===== config.mk =====
export PLATFORM = sky130hd
export DESIGN_NAME = settings_write_decoder
export DESIGN_NICKNAME = d
export VERILOG_FILES = /design/src/inc/settings_cmd_pkg.sv /design/src/verilog/edge_flag.sv /design/src/verilog/settings_write_decoder.sv
export SDC_FILE = /design/constraint.sdc
export NUM_CORES = 1
export LEC_CHECK = 0
export ABC_CLOCK_PERIOD_IN_PS = 3000
export BUFFER_PORTS_ARGS = -buffer_cell sky130_fd_sc_hd__buf_4
export CELL_PAD_IN_SITES_DETAIL_PLACEMENT = 1
export CELL_PAD_IN_SITES_GLOBAL_PLACEMENT = 2
export CORE_MARGIN = 1.5
export CORE_UTILIZATION = 36
export CTS_BUF_LIST = sky130_fd_sc_hd__clkbuf_4
export DETAILED_ROUTE_END_ITERATION = 10
export GPL_TIMING_DRIVEN = 0
export MAX_ROUTING_LAYER = met4
export PLACE_DENSITY = 0.78
export SLEW_MARGIN = 5
export SYNTH_ARGS = -nofsm -noshare
export SYNTH_HDL_FRONTEND = slang
export SYNTH_HIERARCHICAL = 1
export SYNTH_SLANG_ARGS = --single-unit

===== constraint.sdc =====
create_clock -name clk -period 3 [get_ports clk]
set_input_delay 0.3 -clock clk [delete_from_list [all_inputs] [get_ports clk]]
set_output_delay 0.3 -clock clk [all_outputs]
set_load 0.02 [all_outputs]

===== src/inc/settings_cmd_pkg.sv =====
// Constants and carrier types for the settings-write command decoder.
// Assumes one 20 MHz clock and a byte-serial report stream from the USB side.
package settings_cmd_pkg;
    // Report framing
    localparam int          REPORT_LEN      = 64;
    localparam logic [5:0]  LAST_INDEX      = 6'h3F;
    // Command and sub-codes
    localparam logic [7:0]  CMD_WRITE_NV    = 8'hB1;
    localparam logic [7:0]  SUB_CHIP        = 8'h00;
    localparam logic [7:0]  SUB_PINS        = 8'h01;
    localparam logic [7:0]  SUB_MFR_STR     = 8'h02;
    localparam logic [7:0]  SUB_PROD_STR    = 8'h03;
    localparam logic [7:0]  SUB_SER_STR     = 8'h04;
    // Response status codes
    localparam logic [7:0]  STATUS_OK       = 8'h00;
    localparam logic [7:0]  STATUS_UNSUPP   = 8'h01;
    // Byte indices
    localparam logic [5:0]  IDX_CMD         = 6'h00;
    localparam logic [5:0]  IDX_SUB         = 6'h01;
    localparam logic [5:0]  IDX_SEC         = 6'h02;
    localparam logic [5:0]  IDX_CLK         = 6'h03;
    localparam logic [5:0]  IDX_DAC         = 6'h04;
    localparam logic [5:0]  IDX_ADC         = 6'h05;
    localparam logic [5:0]  IDX_VID_LO      = 6'h06;
    localparam logic [5:0]  IDX_VID_HI      = 6'h07;
    // Field positions
    localparam int          POS_SER_EN      = 7;
    localparam int          POS_SEC_HI      = 1;
    localparam int          POS_CLK_HI      = 4;
    localparam int          POS_DACREF_HI   = 7;
    localparam int          POS_DACREF_LO   = 6;
    localparam int          POS_DAC_SRC     = 5;
    localparam int          POS_DACVAL_HI   = 4;
    localparam int          POS_NEG_EN      = 6;
    localparam int          POS_POS_EN      = 5;
    localparam int          POS_ADCREF_HI   = 4;
    localparam int          POS_ADCREF_LO   = 3;
    localparam int          POS_ADC_SRC     = 2;
    // Reset values of stored settings
    localparam logic [1:0]  RST_SECURITY    = 2'h0;
    localparam logic [4:0]  RST_CLK_DIV     = 5'h00;
    localparam logic [1:0]  RST_REF_LEVEL   = 2'h0;
    localparam logic [4:0]  RST_DAC_VALUE   = 5'h00;
    localparam logic [15:0] RST_VID         = 16'h0000;
    // Clock-output divider counter width
    localparam int          DIV_W           = 5;

    // Reference levels
    typedef enum logic [1:0] {
        REF_OFF  = 2'h0,
        REF_1V0  = 2'h1,
        REF_2V0  = 2'h2,
        REF_4V0  = 2'h3
    } ref_level_t;

    // Report byte stream
    typedef struct packed {
        logic       valid;
        logic       last;
        logic [7:0] data;
    } rx_byte_t;

    // Response report head
    typedef struct packed {
        logic       valid;
        logic [7:0] echo;
        logic [7:0] status;
    } resp_t;

    // Stored chip settings
    typedef struct packed {
        logic        serial_enum_en;
        logic [1:0]  security;
        logic [4:0]  clk_div;
        ref_level_t  dac_internal_reference;
        logic        dac_src_supply;
        logic [4:0]  dac_powerup;
        logic        int_neg_en;
        logic        int_pos_en;
        ref_level_t  adc_internal_reference;
        logic        adc_src_internal;
        logic [15:0] vendor_id;
    } chip_cfg_t;
endpackage : settings_cmd_pkg


===== src/verilog/edge_flag.sv =====
// Interrupt-detection edge catcher with enables for each polarity.
// Assumes an asynchronous pin; it is synchronised here before edge detection.
`timescale 1ns/1ns
module edge_flag (
    // Clock and reset
    input  wire logic clk,
    input  wire logic sys_rst,
    // Pin and enables
    input  wire logic pin,
    input  wire logic neg_en,
    input  wire logic pos_en,
    // Flag control
    input  wire logic clear,
    output logic      flag
);
    logic meta;    // First stage, read only by sync
    logic sync;    // Second stage
    logic prev;    // Last synced level

    // Two-stage synchroniser and history
    always_ff @(posedge clk or posedge sys_rst) begin
        if (sys_rst) begin
            meta <= 1'b0;
            sync <= 1'b0;
            prev <= 1'b0;
        end else begin
            meta <= pin;
            sync <= meta;
            prev <= sync;
        end
    end

    // Sticky flag; a new edge wins over a clear
    always_ff @(posedge clk or posedge sys_rst) begin
        if (sys_rst) begin
            flag <= 1'b0;
        end else if ((neg_en && prev && !sync) || (pos_en && !prev && sync)) begin
            flag <= 1'b1;
        end else if (clear) begin
            flag <= 1'b0;
        end
    end
endmodule : edge_flag


===== src/verilog/settings_write_decoder.sv =====
// Decoder for the nonvolatile settings-write command report.
// Assumes bytes arrive in order, byte 0 first, with last on byte 63.
`timescale 1ns/1ns
module settings_write_decoder
    import settings_cmd_pkg::*;
(
    // Clock and reset
    input  wire logic                         clk,
    input  wire logic                         sys_rst,
    // Report byte stream
    input  wire settings_cmd_pkg::rx_byte_t   rx,
    // Response head
    output settings_cmd_pkg::resp_t           resp,
    // Applied chip settings
    output settings_cmd_pkg::chip_cfg_t       cfg,
    output logic                              cfg_update,
    // Sub-command pulses for other stores
    output logic                              pin_store,
    output logic                              mfr_store,
    output logic                              prod_store,
    output logic                              ser_store,
    // Clock output
    input  wire logic                         clk_out_sel,
    output logic                              clk_out,
    // Interrupt detection
    input  wire logic                         int_pin,
    input  wire logic                         int_clear,
    output logic                              int_flag
);
    import settings_cmd_pkg::*;

    typedef enum {
        ST_CMD,
        ST_SUB,
        ST_PAYLOAD,
        ST_SKIP
    } parse_state_t;

    parse_state_t state;          // Parser state
    logic [5:0]   index;          // Byte position in report
    logic [7:0]   sub_code;       // Latched sub-code
    chip_cfg_t    shadow;         // Payload collected before commit
    logic         sub_known;      // Sub-code is one of the five
    logic         is_cmd;         // Byte 0 matches
    logic [DIV_W-1:0] div_cnt;    // Clock-output divider count
    logic         resp_cmd;       // This report carried the command code

    // Parsing is byte-serial, one byte per valid strobe.
    // Byte 0 and byte 1 steer the parser; later bytes are
    // routed by index into the shadow copy of the settings.
    // The shadow is only committed on the last byte, so a
    // report cut short by an early last commits the bytes
    // before that last one, and a foreign report never touches cfg.

    // Sub-code recognition
    always_comb begin
        sub_known = (rx.data == SUB_CHIP) || (rx.data == SUB_PINS) ||
                    (rx.data == SUB_MFR_STR) || (rx.data == SUB_PROD_STR) ||
                    (rx.data == SUB_SER_STR);
        is_cmd    = (rx.data == CMD_WRITE_NV);
    end

    // Byte position counter
    always_ff @(posedge clk or posedge sys_rst) begin
        if (sys_rst) begin
            index <= 6'h00;
        end else if (rx.valid) begin
            if (rx.last) begin
                index <= 6'h00;
            end else begin
                index <= index + 6'h01;
            end
        end
    end

    // Parser state machine
    always_ff @(posedge clk or posedge sys_rst) begin
        if (sys_rst) begin
            state    <= ST_CMD;
            sub_code <= SUB_CHIP;
        end else if (rx.valid) begin
            case (state)
                ST_CMD: begin
                    // Other commands are skipped whole
                    state <= is_cmd ? ST_SUB : ST_SKIP;
                end
                ST_SUB: begin
                    sub_code <= rx.data;
                    // Unknown sub-codes store nothing
                    state    <= sub_known ? ST_PAYLOAD : ST_SKIP;
                end
                ST_PAYLOAD: begin
                    state <= ST_PAYLOAD;
                end
                default: begin
                    state <= ST_SKIP;
                end
            endcase
            if (rx.last) begin
                state <= ST_CMD;
            end
        end
    end

    // Payload field capture for chip settings
    always_ff @(posedge clk or posedge sys_rst) begin
        if (sys_rst) begin
            shadow <= '0;
        end else if (rx.valid && state == ST_PAYLOAD && sub_code == SUB_CHIP) begin
            // Fields decoded by position
            if (index == IDX_SEC) begin
                shadow.serial_enum_en <= rx.data[POS_SER_EN];
                shadow.security       <= rx.data[POS_SEC_HI:0];
            end else if (index == IDX_CLK) begin
                shadow.clk_div <= rx.data[POS_CLK_HI:0];
            end else if (index == IDX_DAC) begin
                shadow.dac_internal_reference <=
                    ref_level_t'(rx.data[POS_DACREF_HI:POS_DACREF_LO]);
                shadow.dac_src_supply <= rx.data[POS_DAC_SRC];
                shadow.dac_powerup    <= rx.data[POS_DACVAL_HI:0];
            end else if (index == IDX_ADC) begin
                shadow.int_neg_en <= rx.data[POS_NEG_EN];
                shadow.int_pos_en <= rx.data[POS_POS_EN];
                shadow.adc_internal_reference <=
                    ref_level_t'(rx.data[POS_ADCREF_HI:POS_ADCREF_LO]);
                shadow.adc_src_internal <= rx.data[POS_ADC_SRC];
            end else if (index == IDX_VID_LO) begin
                shadow.vendor_id[7:0] <= rx.data;
            end else if (index == IDX_VID_HI) begin
                shadow.vendor_id[15:8] <= rx.data;
            end
            // Unlisted bits and bytes never reach a field
        end
    end

    // Commit chip settings at end of a valid report
    always_ff @(posedge clk or posedge sys_rst) begin
        if (sys_rst) begin
            cfg.serial_enum_en         <= 1'b0;
            cfg.security               <= RST_SECURITY;
            cfg.clk_div                <= RST_CLK_DIV;
            cfg.dac_internal_reference <= ref_level_t'(RST_REF_LEVEL);
            cfg.dac_src_supply         <= 1'b0;
            cfg.dac_powerup            <= RST_DAC_VALUE;
            cfg.int_neg_en             <= 1'b0;
            cfg.int_pos_en             <= 1'b0;
            cfg.adc_internal_reference <= ref_level_t'(RST_REF_LEVEL);
            cfg.adc_src_internal       <= 1'b0;
            cfg.vendor_id              <= RST_VID;
            cfg_update                 <= 1'b0;
        end else begin
            cfg_update <= 1'b0;
            if (rx.valid && rx.last && state == ST_PAYLOAD && sub_code == SUB_CHIP) begin
                cfg        <= shadow;
                cfg_update <= 1'b1;
            end
        end
    end

    // Store pulses for the other sub-commands
    always_ff @(posedge clk or posedge sys_rst) begin
        if (sys_rst) begin
            pin_store  <= 1'b0;
            mfr_store  <= 1'b0;
            prod_store <= 1'b0;
            ser_store  <= 1'b0;
        end else begin
            pin_store  <= 1'b0;
            mfr_store  <= 1'b0;
            prod_store <= 1'b0;
            ser_store  <= 1'b0;
            if (rx.valid && rx.last && state == ST_PAYLOAD) begin
                // Dispatch by latched sub-code
                pin_store  <= (sub_code == SUB_PINS);
                mfr_store  <= (sub_code == SUB_MFR_STR);
                prod_store <= (sub_code == SUB_PROD_STR);
                ser_store  <= (sub_code == SUB_SER_STR);
            end
        end
    end

    // Response head after a recognised command report
    always_ff @(posedge clk or posedge sys_rst) begin
        if (sys_rst) begin
            resp <= '0;
        end else begin
            resp.valid <= 1'b0;
            if (rx.valid && rx.last && (state == ST_PAYLOAD || state == ST_SKIP) &&
                index != IDX_CMD && resp_cmd) begin
                resp.valid  <= 1'b1;
                resp.echo   <= CMD_WRITE_NV;
                resp.status <= (state == ST_PAYLOAD) ? STATUS_OK
                                                     : STATUS_UNSUPP;
            end
        end
    end

    // Remembers that byte 0 matched, so skipped foreign reports stay silent.
    // Without it an unknown sub-code and a foreign command would look alike
    // in ST_SKIP, and the foreign one would wrongly be answered.
    always_ff @(posedge clk or posedge sys_rst) begin
        if (sys_rst) begin
            resp_cmd <= 1'b0;
        end else if (rx.valid && state == ST_CMD) begin
            resp_cmd <= is_cmd;
        end
    end

    // Clock-output divider: toggles every clk_div+1 cycles.
    // The output period is therefore 2*(clk_div+1) cycles.
    // Deselecting the pin parks the output low and restarts
    // the count, so the first half period after selection
    // is always a full one.
    always_ff @(posedge clk or posedge sys_rst) begin
        if (sys_rst) begin
            div_cnt <= '0;
            clk_out <= 1'b0;
        end else if (!clk_out_sel) begin
            div_cnt <= '0;
            clk_out <= 1'b0;
        end else if (div_cnt >= cfg.clk_div) begin
            div_cnt <= '0;
            clk_out <= ~clk_out;
        end else begin
            div_cnt <= div_cnt + 5'h01;
        end
    end

    // Interrupt-detection edge catcher.
    // Edge enables come from the committed settings, so a
    // new report changes the sensitivity only at commit.
    edge_flag u_edge_flag (
        .clk     (clk),
        .sys_rst (sys_rst),
        .pin     (int_pin),
        .neg_en  (cfg.int_neg_en),
        .pos_en  (cfg.int_pos_en),
        .clear   (int_clear),
        .flag    (int_flag)
    );
endmodule : settings_write_decoder


==> results.md <==
Floorplan:
- The die extent in x is approximately 120 um.
- The number of I/O pins is 76.
- For this configuration, the core starts out at a cell density of 0.368.
- The area of the die is 0.0136 mm2.
- The core region is about 0.013 mm2.
- The standard-cell row count is ~40.
- The die is between 100 and 150 um tall.

Power and ir drop:
- Of the total power, the clock network draws 0.245.
- The cell-internal power is approximately 1.9 mW.
- The share of total power dissipated in sequential elements is 0.603.
- The power per cell area is approximately 500 mW/mm2.
- The leakage power summed over all cells is 2.85 nW.
- The combinational fraction of design power is 0.152.
- The net switching component of the power is roughly 0.81 mW.
- The worst vdd rail ir drop is approximately 380 uV.
- The total power is ~2.8 mW.
- The fraction of power spent switching nets is 0.293.

CTS:
- TritonCTS built the clock tree.
- After clock tree synthesis, the clock-pin slew on the worst setup and hold paths is roughly 0.17 ns.
- The buffer type at the clock tree root is sky130_fd_sc_hd__clkbuf_4.
- Counting along the longest clock path gives a buffer depth of 2.
- For the worst-skew pair, the clock arrives at the later sink with an insertion delay of between 0.4 and 0.5 ns.
- Counting every sink on the clock net gives roughly 110.
- Buffers added to address setup during post-CTS repair amount to 0.
- The total CTS buffers is 9.
- In this run the number of H-tree levels came out at 3.

Critical path:
- The critical path contains buffers and inverters numbering 2 combined.
- In this design, the stage delay of the slowest critical-path cell is about 0.5 ns.
- Among all stages on the critical path, the largest delay is contributed by sky130_fd_sc_hd__nor4_4.
- At the worst endpoint, the required time is between 3 and 4 ns.
- STA classifies the critical path startpoint as a register.
- The worst setup path is of the register to register kind.
- The cell class contributing the biggest share of worst-path delay is simple AND/OR/NAND/NOR gates.
- The peak fanout along the critical path is 6.
- STA puts the critical path data arrival time at about 2.7 ns.
- Walking the worst path, the cells encountered are inv_1, ha_1, nand2b_1, nor4_4, and3b_1, buf_6, mux2_4.
- The sort of element at the end of the critical path is a register.

Synthesis:
- The share of synthesized area in the top cell type comes to 0.587.
- The number of flip-flops and latches in the synthesized netlist is approximately 110.
- Of the total synthesized cell area, the portion taken by AND, OR, NAND and NOR gates is 0.0883.
- Synthesis instantiated 45 different standard cells from the library.
- By area, the combinational part of the netlist is dominated by multiplexers.
- The xor and xnor area share after synthesis is 0.00942.
- The share of the Yosys chip area taken by registers is 0.587.
- The cell count after synthesis is around 340.
- The cell area that synthesis handed to floorplanning was between 0.004 and 0.005 mm2.
- Counting instances in the post-synthesis netlist gives the leading cell types as 109 x sky130_fd_sc_hd__dfrtp_1, 74 x sky130_fd_sc_hd__mux2_2, 15 x sky130_fd_sc_hd__buf_4.
- The post-synthesis compound-gate area fraction was 0.0334.
- Counting flops with a built-in enable in the synthesized netlist gives 0.
- The most numerous cell in the Yosys netlist is sky130_fd_sc_hd__dfrtp_1.
- The number of warnings reported in the yosys synthesis log is 6.
- After synthesis, the cell types taking the most area are sky130_fd_sc_hd__dfrtp_1 59%, sky130_fd_sc_hd__mux2_2 18%, sky130_fd_sc_hd__ha_1 3.8%, sky130_fd_sc_hd__buf_4 2.4%, sky130_fd_sc_hd__mux2_4 1.6%.
- After synthesis, the share of cell area in mux cells is 0.198.
- The mean instance size in the synthesized netlist is about 14 um2.
- For this run, the leading register cell type out of synthesis is sky130_fd_sc_hd__dfrtp_1.
- The leading area contributor after synthesis is sky130_fd_sc_hd__dfrtp_1.
- Of the total synthesized cell area, the portion taken by full adders, half adders and majority gates is 0.0377.
- The proportion of register bits with asynchronous set or reset after synthesis is 1.00.

Timing:
- The count of final hold-check violations is 0.
- In this run the tightest slew margin relative to its limit is 0.579.
- The final-report max-slew violation count is 0.
- The total negative slack is 0 ns.
- The fmax is between 400 and 500 MHz.
- The minimum clock period after layout is ~2.4 ns.
- Of the available clock period, the critical path in the final layout requires 0.786.
- At the pin with the least slew margin, the transition time is approximately 0.63 ns.
- Setup repair after global routing left no endpoint under its margin.
- The tightest hold margin is 0.0410 ns.
- The clock skew after layout is roughly 0.028 ns.
- Setup violations remaining at the end of the flow were counted as 0.

Layout:
- The repair_antennas step left the layout with diodes totalling 0.
- The fraction of layout instances using a drive strength above 1 is 0.443.
- The post-layout utilization of the core is 0.441.
- The design area is 0.00556 mm2.
- The relative area change from synthesis to final layout is 19.7%.
- The final layout contains roughly 450 nets.

Detailed routing:
- The number of vias per cell after detailed routing is between 4 and 5.
- The detailed router finished its first iteration with 98 violations.
- The first detailed-routing pass took 4 iterations.
- The via count of the routed design is between 2000 and 3000.
- In the final routed layout, each cell accounts on average for between 15 and 20 um.
- The total wire length is 10100 um.
- The DRC violation count after routing is 0.
- The antenna violation net count after detailed routing is 0.

Global route:
- The first global-routing pass estimated ~16000 um of wire.
- The number of antenna violations at the first check in global routing is 0.
- The total congestion overflow after global routing is 0.
- The total routing usage reported by global routing is 0.167.
- Entering global routing, the biggest net connects 42 pins.
- The via count of the first global-routing pass came to 3117.

Placed design:
- In this run the tool buffered the top-level ports with 64 buffer cells.
- The global placement routability congestion is approximately 0.74.
- Detailed placement ended at an HPWL of 7240 um.
- The placed instance area is ~0.0054 mm2.

Status:
- The run finished with clean final reports.

Flow run:
- The reported max-cap violation count is 0.

Hold path:
- In this run the worst hold path is classified as primary input to register.
placed cells by master (no fill, tap or decap), drive strengths merged, types with 9 or more instances in the layout:
cell type and n:
o21ai 12, conb 11, inv 14, buf 86, mux2 79, nor2 9, dfrtp 109, nand2 16
ha 14, clkbuf 12
flip-flops by register name (all words and copies together) (netlist names):
| name | flops |
|---|---|
| u_edge_flag/meta | 1 |
| u_edge_flag/prev | 1 |
| resp_cmd | 1 |
| mfr_store | 1 |
| sub_code | 8 |
| clk_out | 1 |
| state | 2 |
| ser_store | 1 |
| pin_store | 1 |
| shadow | 37 |
| resp | 3 |
| index | 6 |
| div_cnt | 5 |
| u_edge_flag/sync | 1 |
| cfg | 37 |
| cfg_update | 1 |
| prod_store | 1 |
| u_edge_flag/flag | 1 |
final cells by class:
type	instances	area (um2)
buffer	21	160
clock buffer	11	82.6
clock inverter	5	36.3
fill	1354	7060
inverter	14	56.3
multi-input combinational	201	1740
sequential	109	2730
tap	172	215
timing repair buffer	68	541
cells by family after synthesis:
| group | after synthesis |
|---|---|
| AOI/OAI and AO/OA | 26 |
| adders and majority gates | 14 |
| xor gates and xnor gates | 5 |
| muxes | 80 |
| buffers and inverters | 35 |
| and+or+nand+nor | 65 |
| DFF | 109 |
| other | 1 |
path summary, 6_finish.rpt:
path                                   from          endpoint  slack [ns]  cells past startpoint
setup / recovery                   state[0]        shadow[17]        0.64                      7
hold / removal                        rx[8]          index[5]        0.04                      2
setup reg to reg                   state[0]        shadow[17]        0.64                      7
hold reg to reg            u_edge_flag/meta  u_edge_flag/sync        0.36                      0
max in group asynchronous           sys_rst            cfg[6]        1.67                      5
min in group asynchronous           sys_rst  u_edge_flag/prev        0.29                      3
power by group through the flow:
stage | clock network [mW] | registers (mW) | logic (mW)
5_1_grt | 0.770 | 1.68 | 0.472
4_1_cts | 0.718 | 1.66 | 0.428
6_report | 0.674 | 1.66 | 0.420
3_5_place_dp | 0 | 1.69 | 0.424
2_1_floorplan | 0 | 1.68 | 0.270
3_3_place_gp | 0 | 1.68 | 0.404
worst register-to-register path, stage by stage (launching register included):
cell	delay [ns]
sky130_fd_sc_hd__dfrtp_1	0.45
sky130_fd_sc_hd__inv_1	0.11
sky130_fd_sc_hd__ha_1	0.26
sky130_fd_sc_hd__nand2b_1	0.26
sky130_fd_sc_hd__nor4_4	0.50
sky130_fd_sc_hd__and3b_1	0.24
sky130_fd_sc_hd__buf_6	0.14
sky130_fd_sc_hd__mux2_4	0.30
repair_timing:
action                                 CTS  global route
endpoints found under the hold margin   31             0
gates resized for setup                  0             0
hold buffers                             2             0
through the flow:
stage	setup slack, ns	std cells
2_1_floorplan	0.874	345
3_3_place_gp	0.715	581
3_5_place_dp	0.673	583
4_1_cts	0.621	601
5_1_grt	0.477	601
6_report	0.641	601
per-layer routing:
layer	up-vias	global-route usage	routed length, um
met3	7	0.0524	584
met4	0	0.0450	102
met2	70	0.268	4870
met5	-	-	0
li1	1332	-	-
met1	1485	0.205	4520
No activity file was read; power rests on OpenSTA's default activity.
